===== src/pkg/ast_regs.svh =====
// register offsets, field positions, reset values and timing counts of the transmitter
`ifndef AST_REGS_SVH
`define AST_REGS_SVH

// ----------------------------------------------------------------
// register offsets
// ----------------------------------------------------------------
`define AST_OFF_CTRL 4'h0
`define AST_OFF_BUF 4'h1
`define AST_OFF_BRG_LO 4'h2
`define AST_OFF_BRG_HI 4'h3
`define AST_OFF_IRQ_EN 4'h4
`define AST_OFF_IRQ_FLG 4'h5
`define AST_OFF_PINS 4'h6

// ----------------------------------------------------------------
// control register fields
// ----------------------------------------------------------------
`define AST_CTRL_NINTH 0
`define AST_CTRL_SHEMPTY 1
`define AST_CTRL_SYNC 4
`define AST_CTRL_TRANSMIT_ENABLE_BIT 5
`define AST_CTRL_NINE 6
`define AST_CTRL_SERIAL_PORT_ENABLE 7
`define AST_CTRL_BRG16 3
`define AST_CTRL_RESET 8'h02

// ----------------------------------------------------------------
// interrupt flag and enable position, pin register fields
// ----------------------------------------------------------------
`define AST_IRQ_TXBIT 1
`define AST_IRQ_RESET 8'h00
`define AST_PIN_RXLVL 0
`define AST_PIN_RXDIR 1
`define AST_PIN_RXLAT 2

// ----------------------------------------------------------------
// timing
// ----------------------------------------------------------------
`define AST_TCY_CLKS 4
`define AST_FLAG_VALID_TCY 2

`endif


===== src/pkg/ast_pkg.sv =====
// types shared by the serial transmitter
package ast_pkg;
    typedef enum logic [3:0] {
        AST_IDLE = 4'h1,
        AST_START = 4'h2,
        AST_DATA = 4'h4,
        AST_STOP = 4'h8
    } ast_state_t;

    typedef struct packed {
        logic [3:0] addr;
        logic [7:0] wdata;
        logic wr;
        logic rd;
    } ast_bus_req_t;

    typedef struct packed {
        logic o;
        logic oe_n;
    } ast_pin_drv_t;
endpackage


===== src/core/ast_tx.sv =====
// asynchronous serial transmitter with register port, baud divider and pin takeover
//
// The plain strobed port and the register offsets were left to the implementer.
`include "ast_regs.svh"

// Contract
// - idle line held high mark
// - start, eight or nine data, stop
// - start low, stop high
// - each bit held one bit period
// - baud divider with 8/16-bit divisor
// - data shifted LSB first
// - transmit independent, shared format and rate
// - no hardware parity, ninth bit software
// - enabled when transmit_enable_bit, sync clear, serial_port_enable
// - serial_port_enable forces transmit pin to output
// - serial_port_enable forces receive pin input, readable
// - buffer-empty flag set when transmit_enable_bit sets
// - buffer write starts, immediate load if idle
// - queued char loads after stop, one cycle
// - flag clear only busy with queued char; code also holds it clear while transmit_enable_bit is clear
// - flag valid from second cycle after write
// - buffer-empty flag is read-only
// - interrupt only when enable set
// - shifter-empty set idle, cleared on load
// - no interrupt from shifter-empty
// - shifter not mapped to software
// - nine-bit mode sends ninth bit as MSB
module ast_tx (
    // clock and reset
    input wire logic mclk,
    input wire logic resetn,
    // register port
    input wire logic [3:0] reg_addr,
    input wire logic [7:0] reg_wdata,
    input wire logic reg_wr,
    input wire logic reg_rd,
    output logic [7:0] reg_rdata,
    // interrupt request
    output logic tx_irq,
    // transmit clock pin
    output logic txck_o,
    output logic txck_oe_n,
    // receive data pin
    input wire logic rxdt_i,
    output logic rxdt_o,
    output logic rxdt_oe_n
);

    ast_pkg::ast_state_t state_q;
    logic [7:0] ctrl_q;
    logic [7:0] brg_lo_q;
    logic [7:0] brg_hi_q;
    logic [7:0] irq_en_q;
    logic [7:0] buf_q;
    logic buf_full_q;
    logic [8:0] shift_q;
    logic [3:0] bit_cnt_q;
    logic [15:0] baud_cnt_q;
    logic baud_tick;
    logic flag_q;
    logic transmit_enable_bit_q;
    logic rx_meta_q;
    logic rx_sync_q;
    logic rx_dir_q;
    logic rx_lat_q;
    logic txck_q;
    logic tx_active;
    logic buf_wr;
    logic load;
    logic shifter_empty;
    logic [3:0] nbits;

    // ----------------------------------------------------------------
    // control decode
    // ----------------------------------------------------------------
    assign tx_active = ctrl_q[`AST_CTRL_TRANSMIT_ENABLE_BIT] && !ctrl_q[`AST_CTRL_SYNC]
                       && ctrl_q[`AST_CTRL_SERIAL_PORT_ENABLE];
    assign buf_wr = reg_wr && (reg_addr == `AST_OFF_BUF);
    assign shifter_empty = (state_q == ast_pkg::AST_IDLE);
    // 1 start + data + 1 stop; parity only via software ninth bit
    assign nbits = ctrl_q[`AST_CTRL_NINE] ? 4'h9 : 4'h8;
    // idle shifter takes the char at once
    // waiting for a later tick would let a second write overwrite the first char
    assign load = tx_active && buf_full_q && shifter_empty;

    // ----------------------------------------------------------------
    // registers
    // ----------------------------------------------------------------
    always_ff @(posedge mclk or negedge resetn) begin
        if (!resetn) begin
            ctrl_q <= `AST_CTRL_RESET;
            brg_lo_q <= 8'h00;
            brg_hi_q <= 8'h00;
            irq_en_q <= `AST_IRQ_RESET;
            rx_dir_q <= 1'b1;
            rx_lat_q <= 1'b0;
        end else if (reg_wr) begin
            case (reg_addr)
                `AST_OFF_CTRL: begin
                    // shifter-empty stays hardware-owned
                    ctrl_q <= {reg_wdata[7:2], 1'b0, reg_wdata[0]};
                end
                `AST_OFF_BRG_LO: begin
                    brg_lo_q <= reg_wdata;
                end
                `AST_OFF_BRG_HI: begin
                    brg_hi_q <= reg_wdata;
                end
                `AST_OFF_IRQ_EN: begin
                    irq_en_q <= reg_wdata;
                end
                `AST_OFF_PINS: begin
                    rx_dir_q <= reg_wdata[`AST_PIN_RXDIR];
                    rx_lat_q <= reg_wdata[`AST_PIN_RXLAT];
                end
                default: begin
                end
            endcase
        end
    end

    // ----------------------------------------------------------------
    // transmit buffer
    // ----------------------------------------------------------------
    always_ff @(posedge mclk or negedge resetn) begin
        if (!resetn) begin
            buf_q <= 8'h00;
            buf_full_q <= 1'b0;
        end else if (buf_wr) begin
            // a write during load overwrites the handed-off slot again
            buf_q <= reg_wdata;
            buf_full_q <= 1'b1;
        end else if (load || !ctrl_q[`AST_CTRL_TRANSMIT_ENABLE_BIT]) begin
            buf_full_q <= 1'b0;
        end
    end

    // ----------------------------------------------------------------
    // baud timing
    // ----------------------------------------------------------------
    // divisor of 8 or 16 bits, bit period = (n+1) cycles
    always_ff @(posedge mclk or negedge resetn) begin
        if (!resetn) begin
            baud_cnt_q <= 16'h0000;
        end else if (shifter_empty) begin
            baud_cnt_q <= 16'h0000;
        end else if (baud_tick) begin
            baud_cnt_q <= 16'h0000;
        end else begin
            baud_cnt_q <= baud_cnt_q + 16'h0001;
        end
    end
    assign baud_tick = ctrl_q[`AST_CTRL_BRG16] ? (baud_cnt_q == {brg_hi_q, brg_lo_q})
                                               : (baud_cnt_q == {8'h00, brg_lo_q});

    // ----------------------------------------------------------------
    // shifter state machine
    // ----------------------------------------------------------------
    always_ff @(posedge mclk or negedge resetn) begin
        if (!resetn) begin
            state_q <= ast_pkg::AST_IDLE;
            shift_q <= 9'h1FF;
            bit_cnt_q <= 4'h0;
        end else if (!tx_active) begin
            // disabling aborts the frame, line returns to mark
            state_q <= ast_pkg::AST_IDLE;
            bit_cnt_q <= 4'h0;
        end else begin
            case (state_q)
                ast_pkg::AST_IDLE: begin
                    if (load) begin
                        shift_q <= {ctrl_q[`AST_CTRL_NINTH], buf_q};
                        state_q <= ast_pkg::AST_START;
                    end
                end
                ast_pkg::AST_START: begin
                    if (baud_tick) begin
                        state_q <= ast_pkg::AST_DATA;
                        bit_cnt_q <= 4'h0;
                    end
                end
                ast_pkg::AST_DATA: begin
                    if (baud_tick) begin
                        shift_q <= {1'b1, shift_q[8:1]};
                        bit_cnt_q <= bit_cnt_q + 4'h1;
                        if (bit_cnt_q == nbits - 4'h1) begin
                            state_q <= ast_pkg::AST_STOP;
                        end
                    end
                end
                ast_pkg::AST_STOP: begin
                    if (baud_tick) begin
                        // queued char loads on the very next cycle
                        state_q <= ast_pkg::AST_IDLE;
                    end
                end
                default: begin
                    state_q <= ast_pkg::AST_IDLE;
                end
            endcase
        end
    end

    // ----------------------------------------------------------------
    // line level
    // ----------------------------------------------------------------
    always_ff @(posedge mclk or negedge resetn) begin
        if (!resetn) begin
            txck_q <= 1'b1;
        end else begin
            case (state_q)
                ast_pkg::AST_START: begin
                    txck_q <= 1'b0;
                end
                ast_pkg::AST_DATA: begin
                    txck_q <= shift_q[0];
                end
                default: begin
                    txck_q <= 1'b1;
                end
            endcase
        end
    end

    // ----------------------------------------------------------------
    // buffer-empty flag and interrupt
    // ----------------------------------------------------------------
    // forced low after a write, then follows the buffer; settled by the second cycle
    always_ff @(posedge mclk or negedge resetn) begin
        if (!resetn) begin
            transmit_enable_bit_q <= 1'b0;
            flag_q <= 1'b0;
        end else begin
            transmit_enable_bit_q <= ctrl_q[`AST_CTRL_TRANSMIT_ENABLE_BIT];
            if (ctrl_q[`AST_CTRL_TRANSMIT_ENABLE_BIT] && !transmit_enable_bit_q) begin
                flag_q <= 1'b1;
            end else if (buf_wr) begin
                flag_q <= 1'b0;
            end else begin
                flag_q <= ctrl_q[`AST_CTRL_TRANSMIT_ENABLE_BIT] && !buf_full_q;
            end
        end
    end

    always_ff @(posedge mclk or negedge resetn) begin
        if (!resetn) begin
            tx_irq <= 1'b0;
        end else begin
            // shifter-empty never reaches here
            tx_irq <= flag_q && irq_en_q[`AST_IRQ_TXBIT];
        end
    end

    // ----------------------------------------------------------------
    // pins
    // ----------------------------------------------------------------
    always_ff @(posedge mclk or negedge resetn) begin
        if (!resetn) begin
            rx_meta_q <= 1'b1;
            rx_sync_q <= 1'b1;
        end else begin
            rx_meta_q <= rxdt_i;
            rx_sync_q <= rx_meta_q;
        end
    end

    always_ff @(posedge mclk or negedge resetn) begin
        if (!resetn) begin
            txck_o <= 1'b1;
            txck_oe_n <= 1'b1;
            rxdt_o <= 1'b0;
            rxdt_oe_n <= 1'b1;
        end else begin
            txck_o <= txck_q;
            txck_oe_n <= !ctrl_q[`AST_CTRL_SERIAL_PORT_ENABLE];
            rxdt_o <= rx_lat_q;
            // port latch blocked while the serial unit owns the pin
            rxdt_oe_n <= ctrl_q[`AST_CTRL_SERIAL_PORT_ENABLE] || rx_dir_q;
        end
    end

    // ----------------------------------------------------------------
    // read back; shifter itself has no address
    // ----------------------------------------------------------------
    always_ff @(posedge mclk or negedge resetn) begin
        if (!resetn) begin
            reg_rdata <= 8'h00;
        end else if (reg_rd) begin
            case (reg_addr)
                `AST_OFF_CTRL: begin
                    reg_rdata <= {ctrl_q[7:2], shifter_empty, ctrl_q[0]};
                end
                `AST_OFF_BRG_LO: begin
                    reg_rdata <= brg_lo_q;
                end
                `AST_OFF_BRG_HI: begin
                    reg_rdata <= brg_hi_q;
                end
                `AST_OFF_IRQ_EN: begin
                    reg_rdata <= irq_en_q;
                end
                `AST_OFF_IRQ_FLG: begin
                    reg_rdata <= {6'h00, flag_q, 1'b0};
                end
                `AST_OFF_PINS: begin
                    reg_rdata <= {5'h00, rx_lat_q, rx_dir_q, rx_sync_q};
                end
                default: begin
                    reg_rdata <= 8'h00;
                end
            endcase
        end else begin
            reg_rdata <= 8'h00;
        end
    end

endmodule


===== config.mk =====
export PLATFORM = sky130hd
export DESIGN_NAME = ast_tx
export DESIGN_NICKNAME = d
export VERILOG_FILES = /design/src/pkg/ast_pkg.sv /design/src/core/ast_tx.sv
export VERILOG_INCLUDE_DIRS = /design/src /design/src/pkg
export SDC_FILE = /design/constraint.sdc
export NUM_CORES = 1
export LEC_CHECK = 0
export BUFFER_PORTS_ARGS = -buffer_cell sky130_fd_sc_hd__buf_4
export CAP_MARGIN = 40
export CORE_AREA = 8 8 117 119
export DETAILED_ROUTE_END_ITERATION = 8
export DIE_AREA = 0 0 125 127
export REMOVE_ABC_BUFFERS = 1
export SETUP_SLACK_MARGIN = 0.3
export SYNTH_ARGS = -nofsm -noshare
export SYNTH_HDL_FRONTEND = slang
export SYNTH_SLANG_ARGS = --single-unit

===== constraint.sdc =====
create_clock -name mclk -period 2.1 [get_ports mclk]
set_clock_uncertainty 0.15 [all_clocks]
set_input_delay 0.315 -clock mclk [delete_from_list [all_inputs] [get_ports mclk]]
set_output_delay 0.315 -clock mclk [all_outputs]
set_load 0.01 [all_outputs]

* Word level (Yosys, flattened, before mapping)
Cells that the tools add are included.
** Storage, ports and cells
- Register bits after elaboration :: 94
- Bits of input ports :: 17
- Output and inout bits :: 13
** Cells by class
- Add/subtract/negate cells :: 3
- Equality and inequality tests :: 21
- Muxes and demuxes :: 25
- Reductions and logical operators :: 26
** Operators by type and width (number)
- case mux 8 bit (6 select lines) :: 1
- two-way mux 4 bit :: 9
- two-way mux 16 bit :: 2
- two-way mux 9 bit :: 2
- case mux 9 bit (2 select lines) :: 1
- adder 16 x 1 -> 16 bit, second input constant :: 1
- equality test 16 bit :: 1
- equality test 16 x 8 -> 1 bit :: 1
- equality test 4 x 3 -> 1 bit, second input constant :: 4
- case mux 4 bit (4 select lines) :: 1
- != test 3 bit, second input constant :: 5
- equality test 4 x 2 -> 1 bit, second input constant :: 3
- AND reduction 2 bit :: 5
- equality test 4 x 1 -> 1 bit, second input constant :: 2
- logical AND 1 bit :: 8
- two-way mux 8 bit :: 1
- case mux 4 bit (2 select lines) :: 1
- two-way mux 1 bit :: 6
- zero test 1 bit :: 5
- AND reduction 5 bit :: 1
- adder 4 x 1 -> 4 bit, second input constant :: 1
- equality test 4 bit :: 1
- equality test 4 bit, second input constant :: 1
- zero test 4 bit :: 1
- 8 further kinds :: 11

* Longest topological paths before layout
- Depth in word-level cells :: 8
- Depth in mapped cells :: 8

* Least setup slack after synthesis
OpenSTA, ideal clock, no wires.
- Kind :: register to register
- Start :: register state_q[0]
- End :: register shift_q[0]
- Setup time :: 0.093 ns
- Arrival :: 1.661 ns
- Path slack :: 0.196 ns
- Cell stages (with the launch flop) :: 8
- Cell sequence :: dfstp_2 > buf_2 > nand3b_1 > a2111o_1 > buf_2 > buf_6 > a22oi_1 > nand3_1
** Between the ends
- Longest elaborated chain between the ends :: 4
- Elaborated cells between the ends (all ways) :: 8
** RTL lines
- start: declaration :: RTL line ast_tx.sv:50 : ast_pkg::ast_state_t state_q;
- start signal: assignment :: RTL line ast_tx.sv:162 : state_q <= ast_pkg::AST_IDLE;
- start signal: assignment :: RTL line ast_tx.sv:167 : state_q <= ast_pkg::AST_IDLE;
- start signal: assignment :: RTL line ast_tx.sv:174 : state_q <= ast_pkg::AST_START;
- equality test 4 x 1 -> 1 bit :: RTL line ast_tx.sv:80, ast_tx.sv:170
- logical AND 1 bit :: RTL line ast_tx.sv:85 : assign load = tx_active && buf_full_q && shifter_empty;
- != test 2 bit (no source line)
- AND reduction 4 bit (no source line)
- end signal: assignment :: RTL line ast_tx.sv:173 : shift_q <= {ctrl_q[`AST_CTRL_NINTH], buf_q};
- end signal: assignment :: RTL line ast_tx.sv:185 : shift_q <= {1'b1, shift_q[8:1]};
- end: declaration :: RTL line ast_tx.sv:57 : logic [8:0] shift_q;
Several ways; a longest one is shown, not always the timed one.
A chain may end at the register's enable or synchronous reset.

* Final worst setup path
- Start :: register brg_hi_q[5]
- End :: register baud_cnt_q[10]
** Between the ends
- Longest elaborated chain between the ends :: 4
** RTL lines
- start: declaration :: RTL line ast_tx.sv:53 : logic [7:0] brg_hi_q;
- start signal: assignment :: RTL line ast_tx.sv:108 : brg_hi_q <= reg_wdata;
- equality test 16 bit :: RTL line ast_tx.sv:154 : assign baud_tick = ctrl_q[`AST_CTRL_BRG16] ? (baud_cnt_q == {brg_hi_q, brg_lo_q})
- two-way mux 1 bit :: RTL line ast_tx.sv:154
- two-way mux 16 bit :: RTL line ast_tx.sv:148 : end else if (baud_tick) begin
- two-way mux 16 bit :: RTL line ast_tx.sv:146 : end else if (shifter_empty) begin
- end signal: assignment :: RTL line ast_tx.sv:151 : baud_cnt_q <= baud_cnt_q + 16'h0001;
- end: declaration :: RTL line ast_tx.sv:59 : logic [15:0] baud_cnt_q;
Every way passes these cells.

==> impl_metrics.toml <==
[timing]
hold_viol_final = 0
slew_violations = 0
timing.slew.headroom = 0.682
post-route-min-period_ps = 2040
rsz0062_at_grt = "yes"
finalSetupViolations = 0
fmax_ghz = 0.491
fin_crit_sh = 0.970
fin_tns_setup_ps = 0
tightest_slew_ps = 477
hold_slack_ps = 93.1

[placement]
dp_hpwl_um = 8590
port_buffers = 29
dp_cells = 621
place_area_um2 = 5270
gp_congestion = 0.837

[synthesis]
async_flop_share = 1.00
synthCells = 435
ys_seq_elements = 93
synth_flop_cell = "dfrtp_1"
syn_avg_cell_area_um2 = 10.9
syn_area_um2 = 4730
seq_area_frac_synth = 0.497
yosys_warnings = 0
synth_edf_count = 0
yosys.cell_types.count = 59

[die]
start_util = 0.400
rows = 40
die_area_um2 = 15900
pin_count = 30
coreArea_um2 = 11800
die_height_um = 127
fp.dieW_um = 125

[clock_network]
cts_made_buffers = 9
clk_latency_ps = 350
cts_tree = "done"
cts.sinks = 93
clk_path_buf_depth = 2
htree_levels = 3
path_clk_slew_ps = 70
root_buffer = "clkbuf_16"

[setup_path]
regToRegStartpoint = "brg_hi_q[5]"
required_ps = 2190
crit_fanout = 8
critPathCaptureType = "register"
arrival_ps = 2120
start_kind = "register"
worst-setup-path-type = "register to register"
startpoint = "brg_hi_q[5]"

[routing]
met2WireLength_um = 6170
ant_nets = 0
routed-wl-met3_um = 704
highest_layer = "met4"
first_pass_iters = 4
drt_iter0_drc = 269
vias_per_cell = 5.71
post_drt_wl_per_cell_um = 19.4
drc = 0
totalWireLength_um = 12900
num_vias = 3789
wl_met1_um = 5710

[cells_and_area]
antenna_cells = 0
layoutNonFillerInstCount = 664
nFillCells = 1042
nets = 532
area_growth_pct = 28.2
drive_gt1_frac = 0.410
fin_util = 0.513
final_area_um2 = 6060

[min_path]
hp-class = "primary input to register"
hold_start = "reg_wdata[6]"

[flow_run]
maxCapViolCount = 0

[global_routing]
grt_overflow = 0
grt_pass1_wl_um = 21000
grt_usage = 0.166
grt_pass1_vias = 3851
grt_max_degree = 59
antenna_found_initial = 0

[pwr]
power_density_nw_per_um2 = 822
ir_worst_vdd_v = 0.000381
leakagePower_nw = 2.45

[outcome]
outcome = "finished, final reports clean"
## cells in the mapped netlist (all sizes together), types with 4 or more instances
cell type  number  share of area
o21ai           5         0.0053
mux2           41          0.098
o22ai           4         0.0079
xnor2          16          0.030
nor2           33          0.026
a22oi          25          0.043
dfrtp          76           0.40
nor4b           4          0.010
nor3           13          0.016
nand2          39          0.031
nand4          17          0.023
a21oi          17          0.018
and2            4         0.0053
dfstp          17          0.095
a31oi           5         0.0066
buf            21          0.028
nand3b          5         0.0079
nand3          23          0.024
o311ai          9          0.017
nand2b          6         0.0079
xor2           12          0.022
## cells by family (layout without fill, tap and decap cells)
family	after synthesis	in the layout	share of synthesized area
xor gates and xnor gates	28	28	0.0519
adders and majority gates	2	2	0.00529
buffers and inverters	27	107	0.0326
and+or+nand+nor	160	161	0.179
AOI/OAI and AO/OA	83	84	0.134
DFF	93	93	0.497
muxes	42	42	0.0998
## cell type report
class	instances	area (um2)	share of cell area
multi-input combinational	317	2460	0.406
clock inverter	5	85.1	0.0140
tap	147	184	0.0304
timing repair buffer	89	736	0.121
clock buffer	10	229	0.0378
inverter	3	11.3	0.00186
sequential	93	2360	0.389
## registers in the layout, indices dropped and copies added (netlist names), 4 cells and up
name        flops
state_q         4
reg_rdata       8
brg_hi_q        8
ctrl_q          7
shift_q         9
irq_en_q        8
bit_cnt_q       4
brg_lo_q        8
buf_q           8
baud_cnt_q     16
## stage by stage
step | worst slack [ps] | total power, mW
after floorplan | -335 | 2.66
after global placement | 78.5 | 3.03
after detailed placement | -5.39 | 3.05
after CTS | 88.4 | 4.97
after global routing | 7.46 | 5.18
final | 62.7 | 4.98
## placed cells by master, fill, tap and decap left out, types with 3 or more instances in the layout
master	count
buf_4	77
dfrtp_1	70
mux2_2	41
nand2_1	38
nor2_1	26
a22oi_1	24
nand3_1	23
nand4_1	17
dfstp_2	17
xnor2_1	16
a21oi_1	13
xor2_1	12
clkbuf_16	10
nor3_1	9
nor2_2	6
nand2b_1	6
o311ai_2	6
dfrtp_2	6
buf_6	6
nand3b_1	5
a31oi_1	4
a21oi_2	4
nor3_2	3
nand4b_1	3
o21ai_0	3
inv_1	3
and2_1	3
## worst paths after layout
path | to | slack, ps | cells after the start
worst max-delay path | baud_cnt_q[10] | 60 | 7
worst min-delay path | buf_q[6] | 90 | 2
worst max register to register | baud_cnt_q[10] | 60 | 7
worst min register to register | txck_o | 210 | 0
max in group asynchronous | shift_q[8] | 780 | 3
min in group asynchronous | reg_rdata[1] | 300 | 2
## layer usage
layer	vias up	global-route usage
met1	1892	0.213
met5	-	0
met2	107	0.269
li1	1764	-
met3	26	0.0308
met4	0	0.0752
## critical path, cell delays in order, from the launching register on
cell and delay, ps:
dfrtp_1 400, nand4b_1 180, o22a_1 240, a211o_4 410
o31ai_4 190, buf_6 160, clkbuf_16 150, nor2_1 40
## what timing repair did
action | CTS | global route
endpoints found under the hold margin | 28 | 0
gates cloned | 3 | 1
setup buffers | 15 | 7
hold buffers | 2 | 0
endpoints found under the setup margin | 33 | 34
pin swaps | 17 | 7
resized for setup | 40 | 21
## power by group
group	switching [mW]	total (mW)	internal, mW
Sequential	0.196	2.22	2.03
Combinational	0.521	1.02	0.499
Clock	0.691	1.74	1.05
Total	1.41	4.98	3.57
Power figures use the tool's default switching activity.
